===== src/pkg/dhi_pkg.sv =====
/*
 Constants for the disc drive host interface control block.
 Assumes a 50 MHz reference clock; all counts derive from it.
*/
package dhi_pkg;
   // Reference clock
   localparam int unsigned REF_CLK_KHZ = 50000;
   // Locked oscillator rate, pulses per second (1.9 megapulses/second)
   localparam int unsigned OSC_PPS = 1900000;
   // Half period of the locked oscillator in reference cycles, rounded down
   localparam int unsigned OSC_HALF_CYC = (REF_CLK_KHZ * 1000) / (2 * OSC_PPS);
   localparam int unsigned OSC_CNT_W = 8;
   // Widths
   localparam int unsigned HEAD_W = 5;
   localparam int unsigned ZONE_W = 3;
   localparam int unsigned UNIT_W = 3;
   localparam int unsigned LEVEL_W = 2;
   // Highest addressable data head; the servo head sits above it
   localparam logic [4:0] HEAD_MAX = 5'h12;
   localparam logic [4:0] HEAD_SERVO = 5'h13;
   // Reset values
   localparam logic RST_LOW = 1'b0;
   localparam logic RST_HIGH = 1'b1;
endpackage : dhi_pkg


===== src/hdl/dhi_ctrl.sv =====
/*
 Interface-side control of a moving-head disc drive: error latch clearing,
 standby and start sequencing, head and zone selection, gates and bit clocks.
 Assumes mechanism status (speed, retract, recal, offset) arrives as levels.
*/
`timescale 1ns/1ps
module dhi_ctrl
   import dhi_pkg::*;
(
   // Clock and reset
   input wire logic i_ref_clk,
   input wire logic i_rst_b,
   // Host command levels
   input wire logic i_standby_req,
   input wire logic i_head_load_permit,
   input wire logic i_powerup_chain_input,
   input wire logic i_chain_permit_in,
   input wire logic i_read_gate,
   input wire logic i_write_gate,
   input wire logic [HEAD_W-1:0] i_head_addr,
   input wire logic [ZONE_W-1:0] i_cyl_zone,
   input wire logic i_port1_ind,
   input wire logic i_port2_ind,
   input wire logic i_offset_reset,
   input wire logic i_motion_go,
   // Serial data line
   input wire logic i_data_in,
   output logic o_data_out,
   output logic o_data_oe_b,
   // Drive mechanism and operator
   input wire logic i_start_req,
   input wire logic i_pack_present,
   input wire logic i_door_closed,
   input wire logic i_at_speed,
   input wire logic i_fully_retracted,
   input wire logic i_heads_loaded_mech,
   input wire logic i_stop_cond,
   input wire logic i_index_pulse,
   input wire logic i_index_bad,
   input wire logic i_seek_timeout,
   input wire logic i_recal_done,
   input wire logic i_seek_done,
   input wire logic i_at_offset,
   input wire logic i_read_bit,
   input wire logic [UNIT_W-1:0] i_plug_addr,
   // Status toward host
   output logic o_drive_ready,
   output logic o_heads_loaded,
   output logic o_carriage_home,
   output logic o_offset_reached,
   output logic o_index_fault,
   output logic o_safety_stop,
   output logic o_seek_timeout,
   output logic o_chain_permit_out,
   output logic o_osc_clk,
   output logic o_read_clk,
   output logic [UNIT_W-1:0] o_unit_num,
   // Mechanism and lamps
   output logic o_retract,
   output logic o_load_heads,
   output logic o_brake,
   output logic o_spindle_on,
   output logic o_recal_launch,
   output logic o_write_en,
   output logic o_write_bit,
   output logic [HEAD_W-1:0] o_head_sel,
   output logic o_head_sel_valid,
   output logic [LEVEL_W-1:0] o_write_level,
   output logic o_standby_lamp,
   output logic o_ready_lamp,
   output logic o_port1_lamp,
   output logic o_port2_lamp
);
   ////////////////////////////////////////////////////////////////////////////
   // Synchronisers
   localparam int unsigned NSYNC = 11;
   logic [NSYNC-1:0] sync1_r;
   logic [NSYNC-1:0] sync2_r;
   logic standby_s, permit_s, chain_in_s, chain_ok_s, rgate_s, wgate_s;
   logic p1_s, p2_s, ofs_rst_s, go_s, start_s;
   always_ff @(posedge i_ref_clk or negedge i_rst_b) begin
      if (!i_rst_b) begin
         sync1_r <= '0;
         sync2_r <= '0;
      end else begin
         sync1_r <= {i_standby_req, i_head_load_permit, i_powerup_chain_input,
                     i_chain_permit_in, i_read_gate, i_write_gate, i_port1_ind,
                     i_port2_ind, i_offset_reset, i_motion_go, i_start_req};
         sync2_r <= sync1_r;
      end
   end
   assign {standby_s, permit_s, chain_in_s, chain_ok_s, rgate_s, wgate_s,
           p1_s, p2_s, ofs_rst_s, go_s, start_s} = sync2_r;
   logic start_d_r;
   logic start_pulse;
   always_ff @(posedge i_ref_clk or negedge i_rst_b) begin
      if (!i_rst_b) begin
         start_d_r <= RST_LOW;
      end else begin
         start_d_r <= start_s;
      end
   end
   assign start_pulse = start_s & ~start_d_r;

   ////////////////////////////////////////////////////////////////////////////
   // Error latches
   always_ff @(posedge i_ref_clk or negedge i_rst_b) begin
      if (!i_rst_b) begin
         o_index_fault <= RST_LOW;
      end else if (i_index_bad) begin
         o_index_fault <= 1'b1;
      end else if (i_index_pulse) begin
         o_index_fault <= 1'b0;
      end
   end
   always_ff @(posedge i_ref_clk or negedge i_rst_b) begin
      if (!i_rst_b) begin
         o_safety_stop <= RST_LOW;
      end else if (i_stop_cond) begin
         o_safety_stop <= 1'b1;
      end else if (start_pulse) begin
         o_safety_stop <= 1'b0;
      end
   end
   always_ff @(posedge i_ref_clk or negedge i_rst_b) begin
      if (!i_rst_b) begin
         o_seek_timeout <= RST_LOW;
         o_recal_launch <= RST_LOW;
      end else begin
         o_recal_launch <= i_seek_timeout & ~o_seek_timeout;
         if (i_seek_timeout) begin
            o_seek_timeout <= 1'b1;
         end else if (i_recal_done) begin
            o_seek_timeout <= 1'b0;
         end
      end
   end

   ////////////////////////////////////////////////////////////////////////////
   // Standby and power-up sequencer
   typedef enum logic [2:0] {ST_IDLE, ST_SPINUP, ST_LOAD, ST_READY, ST_RETRACT,
                             ST_BRAKE} dhi_seq_e;
   dhi_seq_e seq_r;
   logic start_ok;
   assign start_ok = permit_s & chain_in_s & chain_ok_s & i_pack_present
                     & i_door_closed & ~o_safety_stop;
   always_ff @(posedge i_ref_clk or negedge i_rst_b) begin
      if (!i_rst_b) begin
         seq_r <= ST_IDLE;
      end else begin
         case (seq_r)
            ST_IDLE: begin
               if (start_pulse && start_ok && !standby_s) begin
                  seq_r <= ST_SPINUP;
               end
            end
            ST_SPINUP: begin
               if (standby_s) begin
                  seq_r <= ST_RETRACT;
               end else if (i_at_speed && permit_s) begin
                  seq_r <= ST_LOAD;
               end
            end
            ST_LOAD: begin
               if (standby_s || !permit_s) begin
                  seq_r <= ST_RETRACT;
               end else if (i_heads_loaded_mech) begin
                  seq_r <= ST_READY;
               end
            end
            ST_READY: begin
               if (standby_s || !permit_s) begin
                  seq_r <= ST_RETRACT;
               end
            end
            ST_RETRACT: begin
               if (i_fully_retracted) begin
                  seq_r <= standby_s ? ST_BRAKE : ST_SPINUP;
               end
            end
            ST_BRAKE: begin
               if (start_pulse && start_ok) begin
                  seq_r <= ST_SPINUP;
               end
            end
            default: seq_r <= ST_IDLE;
         endcase
      end
   end
   always_ff @(posedge i_ref_clk or negedge i_rst_b) begin
      if (!i_rst_b) begin
         o_standby_lamp <= RST_LOW;
      end else if (standby_s && seq_r != ST_IDLE) begin
         o_standby_lamp <= 1'b1;
      end else if (seq_r == ST_BRAKE && start_pulse && start_ok) begin
         o_standby_lamp <= 1'b0;
      end
   end
   always_ff @(posedge i_ref_clk or negedge i_rst_b) begin
      if (!i_rst_b) begin
         o_retract <= RST_LOW;
         o_load_heads <= RST_LOW;
         o_brake <= RST_LOW;
         o_spindle_on <= RST_LOW;
         o_heads_loaded <= RST_LOW;
         o_carriage_home <= RST_LOW;
         o_chain_permit_out <= RST_LOW;
      end else begin
         o_retract <= (seq_r == ST_RETRACT);
         o_load_heads <= (seq_r == ST_LOAD) & permit_s;
         o_brake <= (seq_r == ST_BRAKE);
         o_spindle_on <= (seq_r inside {ST_SPINUP, ST_LOAD, ST_READY});
         o_heads_loaded <= (seq_r == ST_READY);
         o_carriage_home <= i_fully_retracted & (seq_r inside {ST_RETRACT, ST_BRAKE});
         o_chain_permit_out <= (seq_r == ST_SPINUP) ? 1'b0 : chain_in_s;
      end
   end
   always_ff @(posedge i_ref_clk or negedge i_rst_b) begin
      if (!i_rst_b) begin
         o_drive_ready <= RST_LOW;
         o_ready_lamp <= RST_LOW;
      end else if (seq_r != ST_READY) begin
         o_drive_ready <= 1'b0;
         o_ready_lamp <= 1'b0;
      end else if (seq_r == ST_READY && (i_seek_done || i_recal_done || !o_heads_loaded)) begin
         o_drive_ready <= 1'b1;
         o_ready_lamp <= 1'b1;
      end else if (go_s) begin
         o_drive_ready <= 1'b0;
         o_ready_lamp <= 1'b0;
      end
   end

   ////////////////////////////////////////////////////////////////////////////
   // Head, zone, gates
   function automatic logic head_ok(input logic [HEAD_W-1:0] h);
      head_ok = (h <= HEAD_MAX);
   endfunction : head_ok
   always_ff @(posedge i_ref_clk or negedge i_rst_b) begin
      if (!i_rst_b) begin
         o_head_sel <= '0;
         o_head_sel_valid <= RST_LOW;
         o_write_level <= '0;
         o_write_en <= RST_LOW;
         o_port1_lamp <= RST_LOW;
         o_port2_lamp <= RST_LOW;
         o_unit_num <= '0;
      end else begin
         o_head_sel <= head_ok(i_head_addr) ? i_head_addr : '0;
         o_head_sel_valid <= head_ok(i_head_addr);
         o_write_level <= LEVEL_W'(i_cyl_zone >> 1);
         o_write_en <= wgate_s & ~rgate_s & head_ok(i_head_addr) & o_heads_loaded;
         o_port1_lamp <= p1_s;
         o_port2_lamp <= p2_s;
         o_unit_num <= i_plug_addr;
      end
   end
   always_ff @(posedge i_ref_clk or negedge i_rst_b) begin
      if (!i_rst_b) begin
         o_offset_reached <= RST_LOW;
      end else if (ofs_rst_s || go_s) begin
         o_offset_reached <= 1'b0;
      end else if (i_at_offset) begin
         o_offset_reached <= 1'b1;
      end
   end

   ////////////////////////////////////////////////////////////////////////////
   // Locked oscillator and bit clocks
   logic [OSC_CNT_W-1:0] osc_cnt_r;
   logic osc_r;
   logic osc_fall;
   always_ff @(posedge i_ref_clk or negedge i_rst_b) begin
      if (!i_rst_b) begin
         osc_cnt_r <= '0;
         osc_r <= RST_LOW;
      end else if (osc_cnt_r == OSC_CNT_W'(OSC_HALF_CYC - 1)) begin
         osc_cnt_r <= '0;
         osc_r <= ~osc_r;
      end else begin
         osc_cnt_r <= osc_cnt_r + 1'b1;
      end
   end
   // First cycle after the oscillator falls, aligned with the read strobe fall
   assign osc_fall = !osc_r && (osc_cnt_r == '0);
   always_ff @(posedge i_ref_clk or negedge i_rst_b) begin
      if (!i_rst_b) begin
         o_osc_clk <= RST_LOW;
         o_read_clk <= RST_LOW;
         o_write_bit <= RST_LOW;
         o_data_out <= RST_LOW;
         o_data_oe_b <= RST_HIGH;
      end else begin
         o_osc_clk <= osc_r & wgate_s;
         o_read_clk <= osc_r & rgate_s;
         o_data_oe_b <= ~(rgate_s & ~wgate_s);
         if (rgate_s && osc_fall) begin
            o_data_out <= i_read_bit;
         end
         if (wgate_s && osc_r && osc_cnt_r == '0) begin
            o_write_bit <= i_data_in;
         end
      end
   end

   ////////////////////////////////////////////////////////////////////////////
   // Checks
   a_offset_drop: assert property (@(posedge i_ref_clk) disable iff (!i_rst_b)
      (ofs_rst_s || go_s) |=> !o_offset_reached) else $error("offset not dropped");
   a_index_clear: assert property (@(posedge i_ref_clk) disable iff (!i_rst_b)
      (i_index_pulse && !i_index_bad) |=> !o_index_fault) else $error("index fault held");
   a_stop_hold: assert property (@(posedge i_ref_clk) disable iff (!i_rst_b)
      i_stop_cond |=> o_safety_stop) else $error("stop latch not set");
   a_timeout_clr: assert property (@(posedge i_ref_clk) disable iff (!i_rst_b)
      (i_recal_done && !i_seek_timeout) |=> !o_seek_timeout) else $error("timeout held");
   a_servo_block: assert property (@(posedge i_ref_clk) disable iff (!i_rst_b)
      o_head_sel_valid |-> o_head_sel <= HEAD_MAX) else $error("servo head chosen");
   a_ready_drop: assert property (@(posedge i_ref_clk) disable iff (!i_rst_b)
      (seq_r == ST_RETRACT) |=> !o_drive_ready && !o_heads_loaded) else $error("ready kept");
   a_chain_low: assert property (@(posedge i_ref_clk) disable iff (!i_rst_b)
      (seq_r == ST_SPINUP) |=> !o_chain_permit_out) else $error("chain permit high");
   a_write_gate: assert property (@(posedge i_ref_clk) disable iff (!i_rst_b)
      !wgate_s |=> !o_write_en && !o_osc_clk) else $error("write without gate");
   a_read_clk: assert property (@(posedge i_ref_clk) disable iff (!i_rst_b)
      !rgate_s |=> !o_read_clk && o_data_oe_b) else $error("read clock without gate");
   a_start_cond: assert property (@(posedge i_ref_clk) disable iff (!i_rst_b)
      (seq_r == ST_IDLE && !start_ok) |=> seq_r == ST_IDLE) else $error("bad start");
endmodule : dhi_ctrl


===== config.mk =====
export PLATFORM = sky130hd
export DESIGN_NAME = dhi_ctrl
export DESIGN_NICKNAME = d
export VERILOG_FILES = /design/src/pkg/dhi_pkg.sv /design/src/hdl/dhi_ctrl.sv
export SDC_FILE = /design/constraint.sdc
export NUM_CORES = 1
export LEC_CHECK = 0
export ABC_CLOCK_PERIOD_IN_PS = 2400
export BUFFER_PORTS_ARGS = -buffer_cell sky130_fd_sc_hd__buf_2
export CAP_MARGIN = 20
export CELL_PAD_IN_SITES_DETAIL_PLACEMENT = 1
export CELL_PAD_IN_SITES_GLOBAL_PLACEMENT = 2
export CORE_ASPECT_RATIO = 0.6
export CORE_MARGIN = 5
export CORE_UTILIZATION = 33
export CTS_CLUSTER_DIAMETER = 200
export DETAILED_ROUTE_END_ITERATION = 12
export PLACE_DENSITY = 0.83
export SYNTH_ARGS = -nofsm -noshare
export SYNTH_HDL_FRONTEND = slang
export SYNTH_SLANG_ARGS = --single-unit

===== constraint.sdc =====
create_clock -name i_ref_clk -period 2.4 [get_ports i_ref_clk]
set_clock_uncertainty 0.15 [all_clocks]
set_input_delay 0.6 -clock i_ref_clk [delete_from_list [all_inputs] [get_ports i_ref_clk]]
set_output_delay 0.6 -clock i_ref_clk [all_outputs]
set_load 0.02 [all_outputs]

-- Word-level counts from Yosys, hierarchy flattened
Index checks and enable logic that the tools add are counted.
- bits of input ports: 38
- latch bits: 0
- bits in read-only memories: 0
- output and inout bits: 34
- register bits: 68
- RAM bits: 0
- logic and storage cells: 126
- memories kept: 0
- add/subtract/negate cells: 1
- shift operators: 0
- order comparisons: 1
- bitwise gates (word level): 22
- muxes and demuxes: 26
- multiply operators: 0
- reduce and logical (&&, ||, !) cells: 31
- div/mod/pow operators: 0
- equality and inequality tests: 13
- operators by type and width (operator ; count):
    3-bit two-way mux ; 9
    3-bit one-hot mux with 6 select lines ; 1
    1-bit AND ; 15
    1-bit two-way mux ; 14
    2-bit nonzero test ; 6
    1-bit logical AND ; 11
    3-bit nonzero test ; 3
    8-bit by 1-bit adder with 8-bit output (second input constant) ; 1
    8-bit by 4-bit == test with 1-bit output (second input constant) ; 1
    8-bit logical NOT ; 1
    8-bit two-way mux ; 1
    2-bit inequality test (second input constant) ; 4
    1-bit NOT ; 7
    3-bit by 2-bit == test with 1-bit output (second input constant) ; 2
    3-bit == test (second input constant) ; 2
    3-bit inequality test (second input constant) ; 2
    6-bit AND reduction ; 1
    5-bit less-or-equal comparator (second input constant) ; 1
    5-bit two-way mux ; 1
    1-bit logical NOT ; 4
    1-bit logical OR ; 4
    3-bit by 1-bit == test with 1-bit output (second input constant) ; 1
    3-bit logical NOT ; 1
    3-bit by 2-bit inequality test with 1-bit output (second input constant) ; 1

-- Longest topological paths before layout
- depth in word-level cells: 9
- gate-level depth with buffers: 6
- depth with buffers taken out: 5

-- Worst setup path after synthesis
OpenSTA, ideal clock, no wires.
- path type: input -> register
- start point: input i_door_closed
- end point: register seq_r[2]
- path slack: 0.451 ns
- data arrival time: 1.673 ns
- library setup time: 0.126 ns
- stages on the path: 4
- data required time: 2.124 ns
- path through: nand4_1 or4b_4 a221o_1 a2bb2oi_1
- word-level cells in the longest chain between the ends: 6
- elaborated cells on any way between the ends: 7
- those cells by class: eq/ne (2); bitwise (2); reduce/logical (3)
- ends and longest elaborated chain (item ; RTL line ; text):
    start: declaration ; dhi_ctrl.sv:33 ; input wire logic i_door_closed,
    1-bit AND (*) (2 in a row) ; dhi_ctrl.sv:146 ; & i_door_closed & ~o_safety_stop;
    1-bit logical AND (*) ; dhi_ctrl.sv:153, dhi_ctrl.sv:182 ;
    1-bit logical AND ; dhi_ctrl.sv:153 ; if (start_pulse && start_ok && !standby_s) begin
    2-bit inequality test (no source line) ; -- ;
    6-bit AND reduction (no source line) (*) ; -- ;
    end signal: assignment ; dhi_ctrl.sv:178 ; seq_r <= standby_s ? ST_BRAKE : ST_SPINUP;
    end: declaration ; dhi_ctrl.sv:143 ; dhi_seq_e seq_r;
Mark *: on every way between the ends. The rest lies on a longest branch, timed or not.
A chain may end at the register's enable or synchronous reset.

-- Worst setup path in the final report
- start point: register osc_cnt_r[4]
- end point: register o_write_bit
- word-level cells in the longest chain between the ends: 2
- ends and longest elaborated chain (item ; RTL line ; text):
    start: declaration ; dhi_ctrl.sv:270 ; logic [OSC_CNT_W-1:0] osc_cnt_r;
    start signal: assignment ; dhi_ctrl.sv:281 ; osc_cnt_r <= osc_cnt_r + 1'b1;
    8-bit logical NOT ; dhi_ctrl.sv:300 ; if (wgate_s && osc_r && osc_cnt_r == '0) begin
    1-bit logical AND ; dhi_ctrl.sv:300 ;
    end signal: assignment ; dhi_ctrl.sv:301 ; o_write_bit <= i_data_in;
    end: declaration ; dhi_ctrl.sv:65 ; output logic o_write_bit,
No other way between the ends.

==> results.toml <==
[timing]
worst_slew_pin_slew_ns = 0.5065
slew_violations = 0
max_freq_ghz = 0.5515
rsz0062_at_grt = "false"
timing.setup.tns_ns = 0
slew_headroom_pct = 66.23
fin_crit_sh_pct = 75.55
holdWs_ns = 0.09057
layout_min_cycle_time_ns = 1.813
setup-violations-final = 0
finalHoldViolations = 0

[worst_setup_path]
cp.required_ns = 2.46
cp_max_fo = 7
start_kind = "flip-flop"
slowest_stage = "dfrtp_1"
path_cells = "nor4_1 > and2_1 > nand3_1 > mux2_2"
worstPathArrival_ns = 1.87
critPathMaxStageDelay_ns = 0.44
worstSetupPathType = "reg -> reg"
end_kind = "flip-flop"

[clocking]
clk_pin_slew_worst_paths_ns = 0.05
htreeDepth = 3
clockBufferDepth = 2
insertion_delay_ns = 0.32
cts_sinks = 68
holdBufCountCts = 0
postCtsResizedCells = 0
post-cts-setup-buffers = 0
cts_buffers = 9
cts_tree = "built"
cts_root_buf = "clkbuf_16"

[synth]
synth_cell_type_count = 39
synth-edff-count = 0
ys_warn_count = 0
ys_seq_area_share_pct = 73.25
syn_inst = 168
post-synth-top-area-cell = "dfrtp_1"
synth.most_common_cell = "dfrtp_1"
synthFlopType = "dfrtp_1"
synth_common_cells = "67 x dfrtp_1, 10 x inv_1, 10 x nor2_1, 6 x a21o_1, 6 x and2_1"
netlist_area_um2 = 2325
synth.avg_cell_area_um2 = 13.84
syn_nets = 208
yosys_register_bits = 68
synth.top_cell.area_share_pct = 72.12
synthTopCellsByArea = "dfrtp_1 72%, a21o_1 1.9%, and2_1 1.6%"
async_flop_share_pct = 100.0

[detailed_routing]
dr_wl_met3_um = 509
num_vias = 1562
ant_nets = 0
wirelength_met1_mm = 2.475
dr_wl_met2_mm = 2.003
routedWlPerCell_um = 15.19
dr.first_iter.drc_count = 85
firstDrtPassIters = 4
viasPerCell = 4.649
drcViolationCount = 0
wl_mm = 5.104
routed.top_layer = "met4"

[placed_design]
place_hpwl_mm = 3.753
numPortBuffers = 70
gp_congestion = 0.8093
dp.cells = 320

[hold_path]
min_path_type = "in -> async"

[global_route]
antenna_found_initial = 0
gr-total-overflow = 0
grt_first_pass_wirelength_mm = 8.183
track_usage_pct = 12.51
grt_pass1_vias = 1572
grt_max_degree = 48

[floorplanning]
dieArea_um2 = 8878
rows = 23
design.core.area_um2 = 6763
die_width_um = 118.4
fp.dieH_um = 75.02
io_pins = 72
start_util_pct = 34.38

[power_and_ir_drop]
cellPowerDensity_nw_per_um2 = 1030
leakage_nw = 1.535
ir_worst_vdd_v = 0.0005024

[finish]
drive_gt1_share_pct = 37.75
utilization_pct = 46.22
num_antenna_cells = 0
fin_cells = 336
nets = 284
area_growth_pct = 34.45

[outcome]
status = "finished clean"

[flow_run]
maxCapViolCount = 0
==> per-stage QoR <==
stage	total power, mW	worst slack [ns]	instance area [um2]
3_5_place_dp	1.727	0.2944	2775
3_3_place_gp	1.717	0.3045	2775
6_report	3.220	0.5868	3126
2_1_floorplan	1.563	0.4508	2325
5_1_grt	3.368	0.4880	3126
4_1_cts	3.268	0.5926	3126
==> flip-flops by register name, summed over array words and instances, names as in the netlist, 2 cells and up <==
name,flops
o_head_sel,5
sync1_r,11
o_write_level,2
sync2_r,11
o_unit_num,3
osc_cnt_r,8
seq_r,3
==> worst max-delay path: cells and delay by family (launching register included) <==
| family | cells | cell delay, ns |
|---|---|---|
| AND/OR/NAND/NOR | 3 | 0.81 |
| flip-flops | 1 | 0.44 |
| multiplexers | 1 | 0.30 |
==> routing by layer <==
metal / vias to the layer above / global-route usage [%]
li1: 726 / -
met1: 761 / 16.73
met2: 66 / 16.51
met3: 9 / 6.306
met4: 0 / 6.743
met5: - / 0
==> final cells by class <==
type | count | area, um2
fillers | 733 | 3637
clock buffers | 10 | 239.0
inverters | 10 | 37.54
repair buffers | 71 | 370.4
well taps | 87 | 108.9
multi-input cells | 84 | 555.5
flip-flops and latches | 68 | 1703
clock inverters | 6 | 111.4
==> cells by family (layout without fill, tap and decap cells) <==
kind of cell / count (synthesis) / after routing / share of synthesized area, %
xor+xnor: 4 / 4 / 1.507
fa+ha+maj: 2 / 2 / 1.076
mux: 2 / 2 / 0.9687
simple gates: 51 / 51 / 12.65
buf+inv: 16 / 97 / 2.852
compound gates: 25 / 25 / 7.697
flops: 68 / 68 / 73.25
==> power breakdown <==
part	internal (mW)	switching (mW)	total, mW
Sequential	1.24	0.0849	1.33
Clock	1.04	0.475	1.52
Combinational	0.152	0.223	0.375
Total	2.44	0.783	3.22
==> worst paths after layout <==
kind,to,start,slack (ns),cells after the start
worst max register to register,o_write_bit,osc_cnt_r[4],0.59,4
worst max-delay path,o_write_bit,osc_cnt_r[4],0.59,4
max in group asynchronous,sync1_r[10],i_rst_b,1.40,2
worst min-delay path,o_recal_launch,i_rst_b,0.09,1
min in group i_ref_clk,sync2_r[4],sync1_r[4],0.20,0
worst min register to register,sync2_r[4],sync1_r[4],0.20,0
==> cell usage in the layout (no fill, tap or decap), types with 2 or more instances in the layout <==
master	Yosys	final
nor3_1	4	4
bufinv_16	0	3
and3_1	3	3
buf_2	1	70
nand2b_1	4	4
clkbuf_16	0	9
ha_1	2	2
nor2_1	10	10
a21oi_1	3	3
a211o_1	2	2
and2_1	6	6
nand2_1	5	5
nand3_1	3	3
nand4_1	3	3
nor2b_1	4	4
o21ai_0	4	4
a31oi_1	2	2
xnor2_1	3	3
dfrtp_1	67	67
a21o_1	6	6
or3b_2	2	2
mux2_2	2	2
inv_1	10	10
nor4_1	3	3
No activity file was read; power rests on OpenSTA's default activity.
